### src/scsi_irq_defines.svh
// Purpose: timing and field constants of the interrupt/reset block
// Assumes: 40 MHz clock
// Notes:   counts derived from times in ns
`ifndef SCSI_IRQ_DEFINES_SVH
`define SCSI_IRQ_DEFINES_SVH
`define CLK_PERIOD_NS  25
`define BUS_SETTLE_NS  400
`define BUS_CLEAR_NS   800
// Least times, rounded up
`define SETTLE_CYC     ((`BUS_SETTLE_NS + `CLK_PERIOD_NS - 1) / `CLK_PERIOD_NS)
`define CLEAR_CYC      ((`BUS_CLEAR_NS + `CLK_PERIOD_NS - 1) / `CLK_PERIOD_NS)
`define CNT_W          8
`define ID_W           8
`endif

### src/scsi_irq_pkg.sv
// Purpose: types of the interrupt/reset block
// Assumes: nothing
// Notes:   bus and strobe groups as packed structs
package scsi_irq_pkg;
  typedef struct packed {
    logic       sel;
    logic       bsy;
    logic       io;
    logic       cd;
    logic       msg;
    logic       req;
    logic       rst;
    logic [7:0] bus_data_lines;
  } scsi_in_t;
  typedef struct packed {
    logic grant;
    logic rd;
    logic wr;
    logic eop;
  } dma_in_t;
  typedef enum logic [1:0] {
    RS_IDLE     = 2'h0,
    RS_HOLD     = 2'h1,
    RS_RELEASED = 2'h3
  } rst_state_t;
endpackage

### src/scsi_irq_reset.sv
// Purpose: interrupt, DMA halt and reset logic of a SCSI bus controller
// Assumes: all inputs synchronous to mclk_i
// Notes:   control bits arrive as plain ports
//
// Summary of operation
// - Mismatch halts DMA, DMA-active bit kept
// - Clearing DMA-active ends DMA, drops request
// - Last received byte stays readable
// - One interrupt output for six sources
// - Interrupt held until clear access or reset
// - Selection: SEL, ID match, bus idle
// - Any ID bit match; zero disables
// - Valid end strobe sets done flag; interrupt only if enabled
// - End strobe needs grant plus strobe
// - Busy loss interrupt when monitoring enabled
// - Parity interrupt needs both enables
// - Bus reset interrupt, release after delay
// - Reset not held in bus status
// - Phase lines compared continuously
// - Mismatch stops request, never drives data
// - Clearing DMA-active disables mismatch interrupt
// - Chip reset clears all, no bus reset
// - Bus reset clears all but latch, bit
// - Issued reset held until bit cleared
// - Busy loss disables outputs, clears DMA
`timescale 1ns/1ps
`default_nettype none
`include "scsi_irq_defines.svh"
module scsi_irq_reset #(
  parameter int SETTLE_CYC = `SETTLE_CYC,
  parameter int CLEAR_CYC  = `CLEAR_CYC
) (
  input  wire logic                   mclk_i,
  input  wire logic                   rst_b_i,
  input  wire scsi_irq_pkg::scsi_in_t scsi_i,
  input  wire scsi_irq_pkg::dma_in_t  dma_i,
  input  wire logic                   dma_mode_wr_i,
  input  wire logic                   dma_mode_val_i,
  input  wire logic                   assert_rst_wr_i,
  input  wire logic                   assert_rst_val_i,
  input  wire logic                   irq_clear_i,
  input  wire logic [`ID_W-1:0]       id_select_i,
  input  wire logic [2:0]             tgt_phase_i,
  input  wire logic                   monitor_busy_i,
  input  wire logic                   parity_chk_en_i,
  input  wire logic                   parity_irq_en_i,
  input  wire logic                   process_end_irq_en_i,
  input  wire logic                   parity_err_i,
  input  wire logic                   assert_data_bus_i,
  input  wire logic                   byte_need_i,
  input  wire logic                   rx_byte_valid_i,
  input  wire logic [7:0]             rx_byte_i,
  output logic                        irq_o,
  output logic                        transfer_request_out_o,
  output logic                        dma_active_o,
  output logic                        transfer_done_flag_o,
  output logic                        phase_match_o,
  output logic                        busy_error_o,
  output logic                        parity_error_o,
  output logic                        selected_o,
  output logic                        reselect_o,
  output logic                        req_recog_o,
  output logic                        bus_release_o,
  output logic                        data_oe_b_o,
  output logic                        rst_drive_o,
  output logic                        rst_oe_b_o,
  output logic [7:0]                  input_data_o
);
  import scsi_irq_pkg::*;

  if (SETTLE_CYC < 1 || SETTLE_CYC > 255 || CLEAR_CYC < 1 || CLEAR_CYC > 255) begin : g_bad_count
    $error("counts must lie in 1..255");
  end

  localparam logic [`CNT_W-1:0] SETTLE_N = SETTLE_CYC[`CNT_W-1:0];
  localparam logic [`CNT_W-1:0] CLEAR_N  = CLEAR_CYC[`CNT_W-1:0];
  localparam int REL_DLY = CLEAR_CYC + 2;
  localparam logic [`CNT_W:0] REL_N = REL_DLY[`CNT_W:0];

  // ---------------------------------------------------------------
  // State
  // ---------------------------------------------------------------
  logic              irq_r;
  logic              drq_r;
  logic              dma_active_r;
  logic              done_r;
  logic              halted_r;
  logic              phase_match_r;
  logic              busy_err_r;
  logic              parity_err_r;
  logic              sel_r;
  logic              resel_r;
  logic              req_recog_r;
  logic              release_r;
  logic              data_oe_b_r;
  logic              assert_rst_r;
  logic              rst_oe_b_r;
  logic [7:0]        in_data_r;
  logic [`CNT_W-1:0] idle_cnt_r;
  logic [`CNT_W-1:0] clr_cnt_r;
  logic              rst_seen_r;
  logic              sel_cond_r;
  logic              eop_cond_r;
  rst_state_t        rst_state_r;

  // ---------------------------------------------------------------
  // Event detection
  // ---------------------------------------------------------------
  logic rst_seen;
  logic rst_evt;
  logic idle_ok;
  logic phase_ok;
  logic sel_cond;
  logic sel_evt;
  logic busy_evt;
  logic mis_cond;
  logic mis_evt;
  logic eop_cond;
  logic eop_evt;
  logic par_evt;
  logic irq_set;
  logic sw_clear_dma;

  // Issued reset is seen like a received one
  assign rst_seen     = scsi_i.rst | assert_rst_r;
  assign rst_evt      = rst_seen & ~rst_seen_r;
  assign idle_ok      = (idle_cnt_r == SETTLE_N);
  assign phase_ok     = ({scsi_i.io, scsi_i.cd, scsi_i.msg} == tgt_phase_i);
  assign sel_cond     = scsi_i.sel & (|(scsi_i.bus_data_lines & id_select_i)) & idle_ok;
  assign sel_evt      = sel_cond & ~sel_cond_r;
  assign busy_evt     = monitor_busy_i & idle_ok & ~busy_err_r;
  assign mis_cond     = dma_active_r & scsi_i.req & ~phase_match_r;
  assign mis_evt      = mis_cond & ~halted_r;
  assign eop_cond     = dma_active_r & dma_i.eop & dma_i.grant & (dma_i.rd | dma_i.wr);
  assign eop_evt      = eop_cond & ~eop_cond_r;
  assign par_evt      = parity_err_i & parity_chk_en_i & ~parity_err_r;
  assign sw_clear_dma = dma_mode_wr_i & ~dma_mode_val_i;
  // Bus reset cannot be masked
  assign irq_set = sel_evt | (eop_evt & process_end_irq_en_i) | busy_evt
                 | (par_evt & parity_irq_en_i) | rst_evt | mis_evt;

  always_ff @(posedge mclk_i or negedge rst_b_i) begin
    if (!rst_b_i) begin
      rst_seen_r <= 1'b0;
      sel_cond_r <= 1'b0;
      eop_cond_r <= 1'b0;
    end else begin
      rst_seen_r <= rst_seen;
      sel_cond_r <= sel_cond;
      eop_cond_r <= eop_cond;
    end
  end

  // Idle time of BSY, saturating
  always_ff @(posedge mclk_i or negedge rst_b_i) begin
    if (!rst_b_i) begin
      idle_cnt_r <= '0;
    end else if (scsi_i.bsy) begin
      idle_cnt_r <= '0;
    end else if (!idle_ok) begin
      idle_cnt_r <= idle_cnt_r + 8'h01;
    end
  end

  // ---------------------------------------------------------------
  // Interrupt latch
  // ---------------------------------------------------------------
  // Kept through bus reset; set wins over clear
  always_ff @(posedge mclk_i or negedge rst_b_i) begin
    if (!rst_b_i) begin
      irq_r <= 1'b0;
    end else if (irq_set) begin
      irq_r <= 1'b1;
    end else if (irq_clear_i) begin
      irq_r <= 1'b0;
    end
  end

  // ---------------------------------------------------------------
  // Status flags
  // ---------------------------------------------------------------
  always_ff @(posedge mclk_i or negedge rst_b_i) begin
    if (!rst_b_i) begin
      sel_r   <= 1'b0;
      resel_r <= 1'b0;
    end else if (sel_evt) begin
      sel_r   <= 1'b1;
      resel_r <= scsi_i.io;
    end else if (irq_clear_i || rst_seen) begin
      sel_r   <= 1'b0;
      resel_r <= 1'b0;
    end
  end

  always_ff @(posedge mclk_i or negedge rst_b_i) begin
    if (!rst_b_i) begin
      parity_err_r <= 1'b0;
    end else if (par_evt) begin
      parity_err_r <= 1'b1;
    end else if (irq_clear_i || rst_seen) begin
      parity_err_r <= 1'b0;
    end
  end

  always_ff @(posedge mclk_i or negedge rst_b_i) begin
    if (!rst_b_i) begin
      busy_err_r <= 1'b0;
    end else if (busy_evt) begin
      busy_err_r <= 1'b1;
    end else if (irq_clear_i || !monitor_busy_i || rst_seen) begin
      busy_err_r <= 1'b0;
    end
  end

  // Continuous compare, one cycle behind the lines
  always_ff @(posedge mclk_i or negedge rst_b_i) begin
    if (!rst_b_i) begin
      phase_match_r <= 1'b0;
    end else begin
      phase_match_r <= phase_ok;
    end
  end

  // ---------------------------------------------------------------
  // DMA control
  // ---------------------------------------------------------------
  // End strobe clears the mode only after a mismatch halt
  always_ff @(posedge mclk_i or negedge rst_b_i) begin
    if (!rst_b_i) begin
      dma_active_r <= 1'b0;
    end else if (rst_seen || busy_evt) begin
      dma_active_r <= 1'b0;
    end else if (eop_evt && halted_r) begin
      dma_active_r <= 1'b0;
    end else if (dma_mode_wr_i) begin
      dma_active_r <= dma_mode_val_i;
    end
  end

  always_ff @(posedge mclk_i or negedge rst_b_i) begin
    if (!rst_b_i) begin
      halted_r <= 1'b0;
    end else if (rst_seen || !dma_active_r) begin
      halted_r <= 1'b0;
    end else if (mis_evt) begin
      halted_r <= 1'b1;
    end
  end

  always_ff @(posedge mclk_i or negedge rst_b_i) begin
    if (!rst_b_i) begin
      done_r <= 1'b0;
    end else if (eop_evt) begin
      done_r <= 1'b1;
    end else if (rst_seen || !dma_active_r) begin
      done_r <= 1'b0;
    end
  end

  // Late clear in target receive costs one extra REQ
  always_ff @(posedge mclk_i or negedge rst_b_i) begin
    if (!rst_b_i) begin
      drq_r <= 1'b0;
    end else if (sw_clear_dma || rst_seen || busy_evt || mis_evt || halted_r) begin
      drq_r <= 1'b0;
    end else if (dma_i.grant) begin
      drq_r <= 1'b0;
    end else if (byte_need_i && dma_active_r) begin
      drq_r <= 1'b1;
    end
  end

  always_ff @(posedge mclk_i or negedge rst_b_i) begin
    if (!rst_b_i) begin
      req_recog_r <= 1'b0;
    end else begin
      req_recog_r <= dma_active_r & ~halted_r & ~mis_cond & ~rst_seen;
    end
  end

  // Input byte survives the transfer_done_flag
  always_ff @(posedge mclk_i or negedge rst_b_i) begin
    if (!rst_b_i) begin
      in_data_r <= 8'h00;
    end else if (rst_seen) begin
      in_data_r <= 8'h00;
    end else if (rx_byte_valid_i) begin
      in_data_r <= rx_byte_i;
    end
  end

  // ---------------------------------------------------------------
  // Bus reset sequence
  // ---------------------------------------------------------------
  // Only the software bit drives RST; chip reset never does
  always_ff @(posedge mclk_i or negedge rst_b_i) begin
    if (!rst_b_i) begin
      assert_rst_r <= 1'b0;
      rst_oe_b_r   <= 1'b1;
    end else begin
      if (assert_rst_wr_i) begin
        assert_rst_r <= assert_rst_val_i;
      end
      rst_oe_b_r <= ~(assert_rst_wr_i ? assert_rst_val_i : assert_rst_r);
    end
  end

  always_ff @(posedge mclk_i or negedge rst_b_i) begin
    if (!rst_b_i) begin
      rst_state_r <= RS_IDLE;
      clr_cnt_r   <= '0;
    end else begin
      unique case (rst_state_r)
        RS_IDLE: begin
          clr_cnt_r <= '0;
          if (rst_evt) begin
            rst_state_r <= RS_HOLD;
          end
        end
        RS_HOLD: begin
          clr_cnt_r <= clr_cnt_r + 8'h01;
          if (clr_cnt_r == CLEAR_N - 8'h01) begin
            rst_state_r <= RS_RELEASED;
          end
        end
        RS_RELEASED: begin
          if (!rst_seen) begin
            rst_state_r <= RS_IDLE;
          end
        end
        default: begin
          rst_state_r <= RS_IDLE;
        end
      endcase
    end
  end

  // ---------------------------------------------------------------
  // Bus drivers
  // ---------------------------------------------------------------
  always_ff @(posedge mclk_i or negedge rst_b_i) begin
    if (!rst_b_i) begin
      release_r   <= 1'b0;
      data_oe_b_r <= 1'b1;
    end else begin
      release_r   <= (rst_state_r == RS_RELEASED) | busy_err_r | busy_evt;
      data_oe_b_r <= ~(assert_data_bus_i & phase_ok & ~halted_r & ~mis_cond
                       & ~release_r & ~busy_err_r & ~busy_evt & ~rst_seen);
    end
  end

  // Reset state deliberately absent from status outputs
  assign irq_o                  = irq_r;
  assign transfer_request_out_o = drq_r;
  assign dma_active_o           = dma_active_r;
  assign transfer_done_flag_o   = done_r;
  assign phase_match_o          = phase_match_r;
  assign busy_error_o           = busy_err_r;
  assign parity_error_o         = parity_err_r;
  assign selected_o             = sel_r;
  assign reselect_o             = resel_r;
  assign req_recog_o            = req_recog_r;
  assign bus_release_o          = release_r;
  assign data_oe_b_o            = data_oe_b_r;
  assign rst_drive_o            = assert_rst_r;
  assign rst_oe_b_o             = rst_oe_b_r;
  assign input_data_o           = in_data_r;

  // Cycles of RST held; a counter, as the hold is too long to unroll
  logic [`CNT_W:0] rst_hold_cnt_r;
  always_ff @(posedge mclk_i or negedge rst_b_i) begin
    if (!rst_b_i) begin
      rst_hold_cnt_r <= '0;
    end else if (!rst_seen) begin
      rst_hold_cnt_r <= '0;
    end else if (rst_hold_cnt_r != REL_N) begin
      rst_hold_cnt_r <= rst_hold_cnt_r + 9'h001;
    end
  end
endmodule
`default_nettype wire

### config.mk
export PLATFORM = sky130hd
export DESIGN_NAME = scsi_irq_reset
export DESIGN_NICKNAME = d
export VERILOG_FILES = /design/src/scsi_irq_pkg.sv /design/src/scsi_irq_reset.sv
export VERILOG_INCLUDE_DIRS = /design/src /design/src/src
export SDC_FILE = /design/constraint.sdc
export NUM_CORES = 1
export LEC_CHECK = 0
export BUFFER_PORTS_ARGS = -buffer_cell sky130_fd_sc_hd__buf_4
export CAP_MARGIN = 0
export CORE_ASPECT_RATIO = 1.25
export CORE_MARGIN = 2
export CORE_UTILIZATION = 50
export CTS_BUF_LIST = sky130_fd_sc_hd__clkbuf_2
export DETAILED_ROUTE_END_ITERATION = 12
export GPL_ROUTABILITY_DRIVEN = 0
export PLACE_DENSITY = 0.78
export SETUP_SLACK_MARGIN = 0.1
export SLEW_MARGIN = 0
export SYNTH_ARGS = -nofsm -noshare
export SYNTH_HDL_FRONTEND = slang
export SYNTH_SLANG_ARGS = --single-unit
### constraint.sdc
create_clock -name mclk_i -period 5.1 [get_ports mclk_i]
set_clock_uncertainty 0.1 [all_clocks]
set_input_delay 1.275 -clock mclk_i [delete_from_list [all_inputs] [get_ports mclk_i]]
set_output_delay 1.275 -clock mclk_i [all_outputs]
set_load 0.01 [all_outputs]
# After elaboration in Yosys (flattened, before gate mapping)
# Index checks and enable logic that the tools add are counted.
# totals
regBits	44
in_bits	53
# op_classes
add_sub_neg	2
n_eq_ne	9
muxes	28
n_bitwise	52
reduce_logical	26
# op_table
operator	count
8-bit 2-to-1 mux	4
1-bit bitwise AND	28
1-bit 2-to-1 mux	19
8-bit by 1-bit adder with 8-bit output (second input constant)	2
8-bit by 5-bit equality test with 1-bit output (second input constant)	2
8-bit case mux with 2 select lines	1
2-bit nonzero test	8
1-bit inverter	14
1-bit logical OR	9
1-bit OR	9
8-bit bitwise AND	1
2-bit != test (second input constant)	4
8-bit OR reduction	1
2-bit 2-to-1 mux	3
2-bit case mux with 3 select lines	1
3-bit nonzero test	2
3-bit equality test	1
3-bit AND reduction	1
2-bit by 1-bit equality test with 1-bit output (second input constant)	1
2-bit equality test (second input constant)	1
1-bit logical AND	2
1-bit logical NOT	2
2-bit logical NOT	1

# Depth between registers and ports, before layout
# Gate-level depths: netlist of the first run.
# depth
word_depth	11
depth_mapped	7

# Worst setup path before layout of the first run
# OpenSTA, ideal clock, no wires.
# synth_path
kind	input to register
from	input dma_i[1] in the netlist's numbering
to	register irq_r, in the netlist irq_o
arrival_ps	2101
required_time_ps	4869
slack_ps	2768
cell_stages	4
path_buffers	0
path_cell_list	o2111a_1 -> nor2b_1 -> a2111oi_0 -> nand2_1
# synth_between
elab_chain_len	10
# synth_rtl
item	line	text
start: declaration	scsi_irq_reset.sv:36	input wire scsi_irq_pkg::dma_in_t dma_i,
1-bit OR (*)	scsi_irq_reset.sv:134	assign eop_cond = dma_active_r & dma_i.eop & dma_i.grant & (dma_i.rd | dma_i.wr);
1-bit bitwise AND (*)	scsi_irq_reset.sv:134	
1-bit bitwise AND (*)	scsi_irq_reset.sv:135	assign eop_evt = eop_cond & ~eop_cond_r;
1-bit bitwise AND (*)	scsi_irq_reset.sv:139	assign irq_set = sel_evt | (eop_evt & process_end_irq_en_i) | busy_evt
1-bit OR (*) (2 in a row)	scsi_irq_reset.sv:139	
1-bit OR (*) (3 in a row)	scsi_irq_reset.sv:140	| (par_evt & parity_irq_en_i) | rst_evt | mis_evt;
1-bit 2-to-1 mux / 2-bit nonzero test (equally long branches)	--	
end signal: assignment	scsi_irq_reset.sv:171	irq_r <= 1'b0;
end signal: assignment	scsi_irq_reset.sv:173	irq_r <= 1'b1;
end signal: assignment	scsi_irq_reset.sv:175	irq_r <= 1'b0;
end: declaration	scsi_irq_reset.sv:83	logic irq_r;
# Every way passes the cells marked *; elsewhere a longest branch is shown, timed or not.
# A chain may end at the register's enable or synchronous reset.

# Final worst setup path of the first run
# layout_path
from	register dma_active_r, in the netlist dma_active_o
to	output dma_active_o
# layout_lines
item	line	text
start: declaration	scsi_irq_reset.sv:85	logic dma_active_r;
start signal: assignment	scsi_irq_reset.sv:236	dma_active_r <= dma_mode_val_i;
end: declaration	scsi_irq_reset.sv:55	output logic dma_active_o,
# No word-level cell between the ends.

==> out/metrics.cfg, run 1 <==
[cts]
postCtsHoldBufs = 0
cts_tree = built
clock_path_buffers = 2
clock_sinks = 44
cts_setup_buffers = 0
cts_made_buffers = 5
post_cts_resized = 0
clkTransAtPathRegs_ps = 210
clock_latency_ps = 420
cts_root_buf = clkbuf_2
cts-htree-levels = 2

[setup_path]
r2r_cells = 5
worstReg2RegStart = rst_drive_o$_DFF_PN0_
worst-path-buf-inv = 1
worstPathArrival_ps = 1150
crit_family = flip-flops
slowest_delay_ps = 550
start_kind = flip-flop
worstPathMaxFanout = 9
cp_slowest_cell = dfrtp_1
path_cells = buf_4
end_kind = primary output
worst-setup-path-type = reg -> out
crit_required_ps = 3720
rrSetupSlack_ps = 3250
r2r_end = reselect_o$_DFFE_PN0P_

[yosys]
synth_seq_cells = 44
yosysSeqAreaShare_pct = 54.4
synth_area_leaders = dfrtp_1 (52%), mux2i_1 (5.4%), nor2_1 (3.9%), xor2_1 (3.0%), nand3_1 (3.0%)
synth_area_per_cell_sq_um = 10.7
synth_edf_count = 0
netlist_instances = 189
synth_fp_nets = 245
synth_cell_type_count = 46
yosysWarnings = 0
synth_largest_area_cell = dfrtp_1
ys.flop_type = dfrtp_1
async_reset_ff_share_pct = 100
synth_top_area_share_pct = 51.9
netlist_area_sq_um = 2030

[min_path]
min_from = rst_seen_r$_DFF_PN0_
min_path_type = reg -> reg
holdPathStages = 1
hold_path_end = rst_state_r[0]$_DFFE_PN0P_

[placed_design]
dp_hpwl_microns = 3340
place.port_buffers = 74

[sta]
min_period_ps = 2520
finalSetupViolCount = 0
tns_ps = 0
tightest_slew_ps = 546
min_period_over_period_pct = 49.5
hold_viol_final = 0
drv_slew = 0
clock.fmax_mhz = 396
max_slew_margin_pct = 63.6
grt_setup_unrepaired = false

[job]
maxCapViolations = 0

[global_routing]
grt.overflow.total = 0
grt_pass1_vias = 1663
grt_max_degree = 45
grt_pass1_wl_microns = 7580
grt_usage_pct = 22.5
antenna_found_initial = 0

[final_layout]
num_antenna_cells = 0
layout_commonest_cell = buf_4
syn_to_final_growth_pct = 30.4
drive_above_1_share_pct = 33.6
regArea_sq_um = 1100
final_cell_mix = buf_4 (74), dfrtp_1 (42), nor2_1 (21)
multi_input_area_sq_um = 857
fillers = 315
fin_nets = 318

[pwr]
p_leak_nw = 1.36
ir_drop_uv = 232
total_power_mw = 0.774
power.density_nw_per_um2 = 293

[status]
status = finished, final reports clean

[floorplan]
die_x_microns = 61.0
rows = 25
die-height_microns = 75.2
start_util_pct = 52.7
core-area_sq_um = 3850
ios = 75
die_area_sq_um = 4580

[detailed_routing]
first_pass_iters = 4
wl_per_cell_microns = 13.9
postRouteAntennaNets = 0
vias_per_cell = 5.24
dr.first_iter.drc_count = 99
post-route-drc-count = 0
routed_wl_microns = 4390
num_vias = 1656

-- how the worst max path moves through the flow --
stage / from / end / cells after the start
finish: dma_active_o$_DFFE_PN0P_ / dma_active_o / 1
global route: dma_active_o$_DFFE_PN0P_ / dma_active_o / 1
CTS: dma_active_o$_DFFE_PN0P_ / dma_active_o / 1
detailed placement: scsi_i[8] / reselect_o$_DFFE_PN0P_ / 6
global placement: scsi_i[8] / reselect_o$_DFFE_PN0P_ / 6
floorplan: dma_i[1] / irq_o$_DFFE_PN0P_ / 4
-- layer usage --
metal | GRT usage, % | vias to the layer above | part of all wire (%) | wire, microns
li1 | - | 812 | - | -
met1 | 28.6 | 786 | 41 | 1790
met2 | 36.4 | 47 | 52 | 2290
met3 | 6.53 | 11 | 4.9 | 217
met4 | 8.45 | 0 | 2.0 | 87
met5 | 0 | - | 0 | 0
-- cell type report --
cell class              instances  area share, %
inverters                       7          0.994
clock inverters                 2          0.284
well taps                      54           2.56
clock buffers                   5          0.947
multi-input cells             130           32.4
flip-flops and latches         44           41.8
repair buffers                 74           21.0
-- cell usage after synthesis, types with 3 or more instances --
cell type	number
nor2_1	21
xor2_1	7
and3_1	6
nor3_1	6
nand2_1	16
inv_1	7
nand3_1	12
ha_1	3
a22o_1	4
o21ai_0	4
buf_1	3
dfrtp_1	42
a22oi_1	4
mux2i_1	11
-- state kept, by name, indices dropped and copies added (netlist names), 2 cells and up --
name,flops
input_data_o,8
clr_cnt_r,8
idle_cnt_r,8
rst_state_r,2
-- through the flow --
stage	utilization, %	cells	worst slack [ps]	hold slack (ps)	area, sq um
5_1_grt	68.7	316	2500	434	2640
2_1_floorplan	-	189	2770	334	2030
4_1_cts	68.7	316	2560	408	2640
3_3_place_gp	67.8	309	2390	358	2610
3_5_place_dp	67.8	309	2300	382	2610
6_report	68.7	316	2580	401	2640
-- kinds of logic (layout without fill, tap and decap cells) --
group	after synthesis	in the layout	synth area share, %
mux	13	13	6.54
fa+ha+maj	3	3	1.85
flops	44	44	54.4
buf+inv	15	88	3.27
simple gates	77	77	19.0
compound gates	28	28	11.0
xor+xnor	9	9	3.89
-- power by group --
group | leakage (nW) | switching, mW | internal (mW)
clock | 0.0239 | 0.108 | 0.0282
sequential | 0.576 | 0.0586 | 0.393
combinational | 0.762 | 0.0776 | 0.108
total | 1.36 | 0.245 | 0.529
Note: power is estimated with default switching activity, not from simulation.
==> run 2, diff against run 1 <==
Clock period 5.1 ns to 2.6 ns, I/O delays scaled along.
==> out/metrics.cfg, run 2 (same netlist as run 1, synthesis figures left out) <==
[setup_path]
worstPathMaxFanout = 9  ; unchanged
crit_family = flip-flops
r2r_cells = 6  ; +1
end_kind = primary output
slowest_delay_ps = 550  ; about the same
crit_required_ps = 1850  ; -1870 ps
worst-setup-path-type = reg -> out
path_cells = buf_4
start_kind = flip-flop
worstPathArrival_ps = 1130  ; -20 ps
worst-path-stages = 1  ; unchanged
cp_slowest_cell = dfrtp_1
worst-path-buf-inv = 1  ; unchanged

[final_layout]
fin_nets = 319  ; +0.31%
stdcell_count = 317  ; +0.32%
layout_commonest_cell = buf_4
final_cell_mix = buf_4 (75), dfrtp_1 (42), nor2_1 (21)
drive_above_1_share_pct = 34.6  ; +1.0 points
syn_to_final_growth_pct = 33.3
fin_util_pct = 70.2  ; +1.6 points
fillers = 308  ; -2.2%
regArea_sq_um = 1100  ; unchanged
multi_input_area_sq_um = 857  ; unchanged
num_antenna_cells = 0  ; unchanged

[status]
status = finished, final reports clean

[cts]
post_cts_resized = 0  ; unchanged
cts_made_buffers = 5  ; unchanged
clock_latency_ps = 390  ; -30 ps
clock_sinks = 44  ; unchanged
clkTransAtPathRegs_ps = 210  ; about the same
cts-htree-levels = 2  ; unchanged
cts_tree = built
cts_root_buf = clkbuf_2
clock_path_buffers = 2  ; unchanged
cts_setup_buffers = 0  ; unchanged
postCtsHoldBufs = 0  ; unchanged

[min_path]
min_path_type = in -> async

[pwr]
power.density_nw_per_um2 = 636  ; +120%
p_switching_mw = 0.480  ; +96%
p_int_mw = 1.24  ; +130%
p_clk_share_pct = 27.1  ; +9.4 points
p_leak_nw = 1.39  ; +2.2%
switching_share_pct = 28.0  ; -3.7 points
ir_drop_uv = 548  ; +140%
seqPwrFrac_pct = 51.6  ; -6.8 points
power_frac_comb_pct = 21.4  ; -2.5 points

[global_routing]
grt_max_degree = 45  ; unchanged
antenna_found_initial = 0  ; unchanged
grt_usage_pct = 20.2  ; -2.4 points
grt.overflow.total = 0  ; unchanged
grt_pass1_wl_microns = 6820  ; -9.9%
grt_pass1_vias = 1606  ; -3.4%

[detailed_routing]
routed_wl_microns = 4260  ; -2.9%
first_pass_iters = 4  ; unchanged
wl_per_cell_microns = 13.4  ; -3.2%
vias_per_cell = 5.26  ; +0.29%
post-route-drc-count = 0  ; unchanged
num_vias = 1666  ; +0.60%
postRouteAntennaNets = 0  ; unchanged
dr.first_iter.drc_count = 71  ; -28%

[floorplan]
core-area_sq_um = 3850  ; unchanged
rows = 25  ; unchanged
start_util_pct = 52.7  ; unchanged
die-height_microns = 75.2  ; unchanged
die_x_microns = 61.0  ; unchanged
die_area_sq_um = 4580  ; unchanged
ios = 75  ; unchanged

[placed_design]
dpl.cell_count = 310  ; +0.32%
place.port_buffers = 74  ; unchanged
dp_hpwl_microns = 3220  ; -3.6%
place_ws_ps = 698  ; -1610 ps

[sta]
max_slew_margin_pct = 64.4  ; +0.81 points
finalSetupViolCount = 0  ; unchanged
tightest_slew_ps = 534  ; -12.2 ps
fin_ws_ps = 725  ; -1850 ps
clock.fmax_mhz = 533
min_period_ps = 1880
min_period_over_period_pct = 72.1
drv_slew = 0  ; unchanged
tns_ps = 0  ; unchanged
grt_setup_unrepaired = false
hold_viol_final = 0  ; unchanged

[job]
maxCapViolations = 0  ; unchanged

## run 2: cell types whose count changed in the layout (fill, tap and decap cells not counted), sizes merged
cell / delta
clkinv: -2
bufinv: +2
buf: +1
## run 2: final cells by class
type / instances / share of cell area (%)
Clock buffer: 5 / 0.926
Clock inverter: 2 / 2.22
Inverter: 7 / 0.972
Multi-Input combinational cell: 130 / 31.7
Sequential cell: 44 / 40.8
Tap cell: 54 / 2.50
Timing Repair Buffer: 75 / 20.8
## run 2: path summary, 6_finish.rpt
path	start	end	slack, ps
setup / recovery	dma_active_o$_DFFE_PN0P_	dma_active_o	720
hold / removal	rst_b_i	transfer_request_out_o$_DFFE_PN0P_	100
setup reg to reg	idle_cnt_r[0]$_DFFE_PN0P_	idle_cnt_r[2]$_DFFE_PN0P_	840
hold reg to reg	rst_seen_r$_DFF_PN0_	rst_state_r[0]$_DFFE_PN0P_	380
max in group asynchronous	rst_b_i	rst_oe_b_o$_DFF_PN1_	1920
min in group mclk_i	assert_rst_val_i	rst_oe_b_o$_DFF_PN1_	300
## run 2: power by group through the flow
stage | sequential [mW] | clock [mW] | combinational [mW]
floorplan | 0.858 | 0 | 0.249
global placement | 0.898 | 0 | 0.358
detailed placement | 0.899 | 0 | 0.368
CTS | 0.886 | 0.470 | 0.373
global route | 0.906 | 0.490 | 0.411
finish | 0.886 | 0.465 | 0.367
## run 2: layer usage
layer	routed length, microns	track usage, %	up-vias
li1	-	-	817
met1	1730	23.6	804
met2	2270	35.0	37
met3	175	4.81	8
met4	89	8.45	0
met5	0	0	-
## run 2: stage by stage
| stage | hold slack (ps) | instance area, sq um | power (mW) |
|---|---|---|---|
| floorplan | 254 | 2030 | 1.11 |
| global placement | 353 | 2620 | 1.26 |
| detailed placement | 353 | 2620 | 1.27 |
| CTS | 99.7 | 2700 | 1.73 |
| global route | 121 | 2700 | 1.81 |
| finish | 97.1 | 2700 | 1.72 |
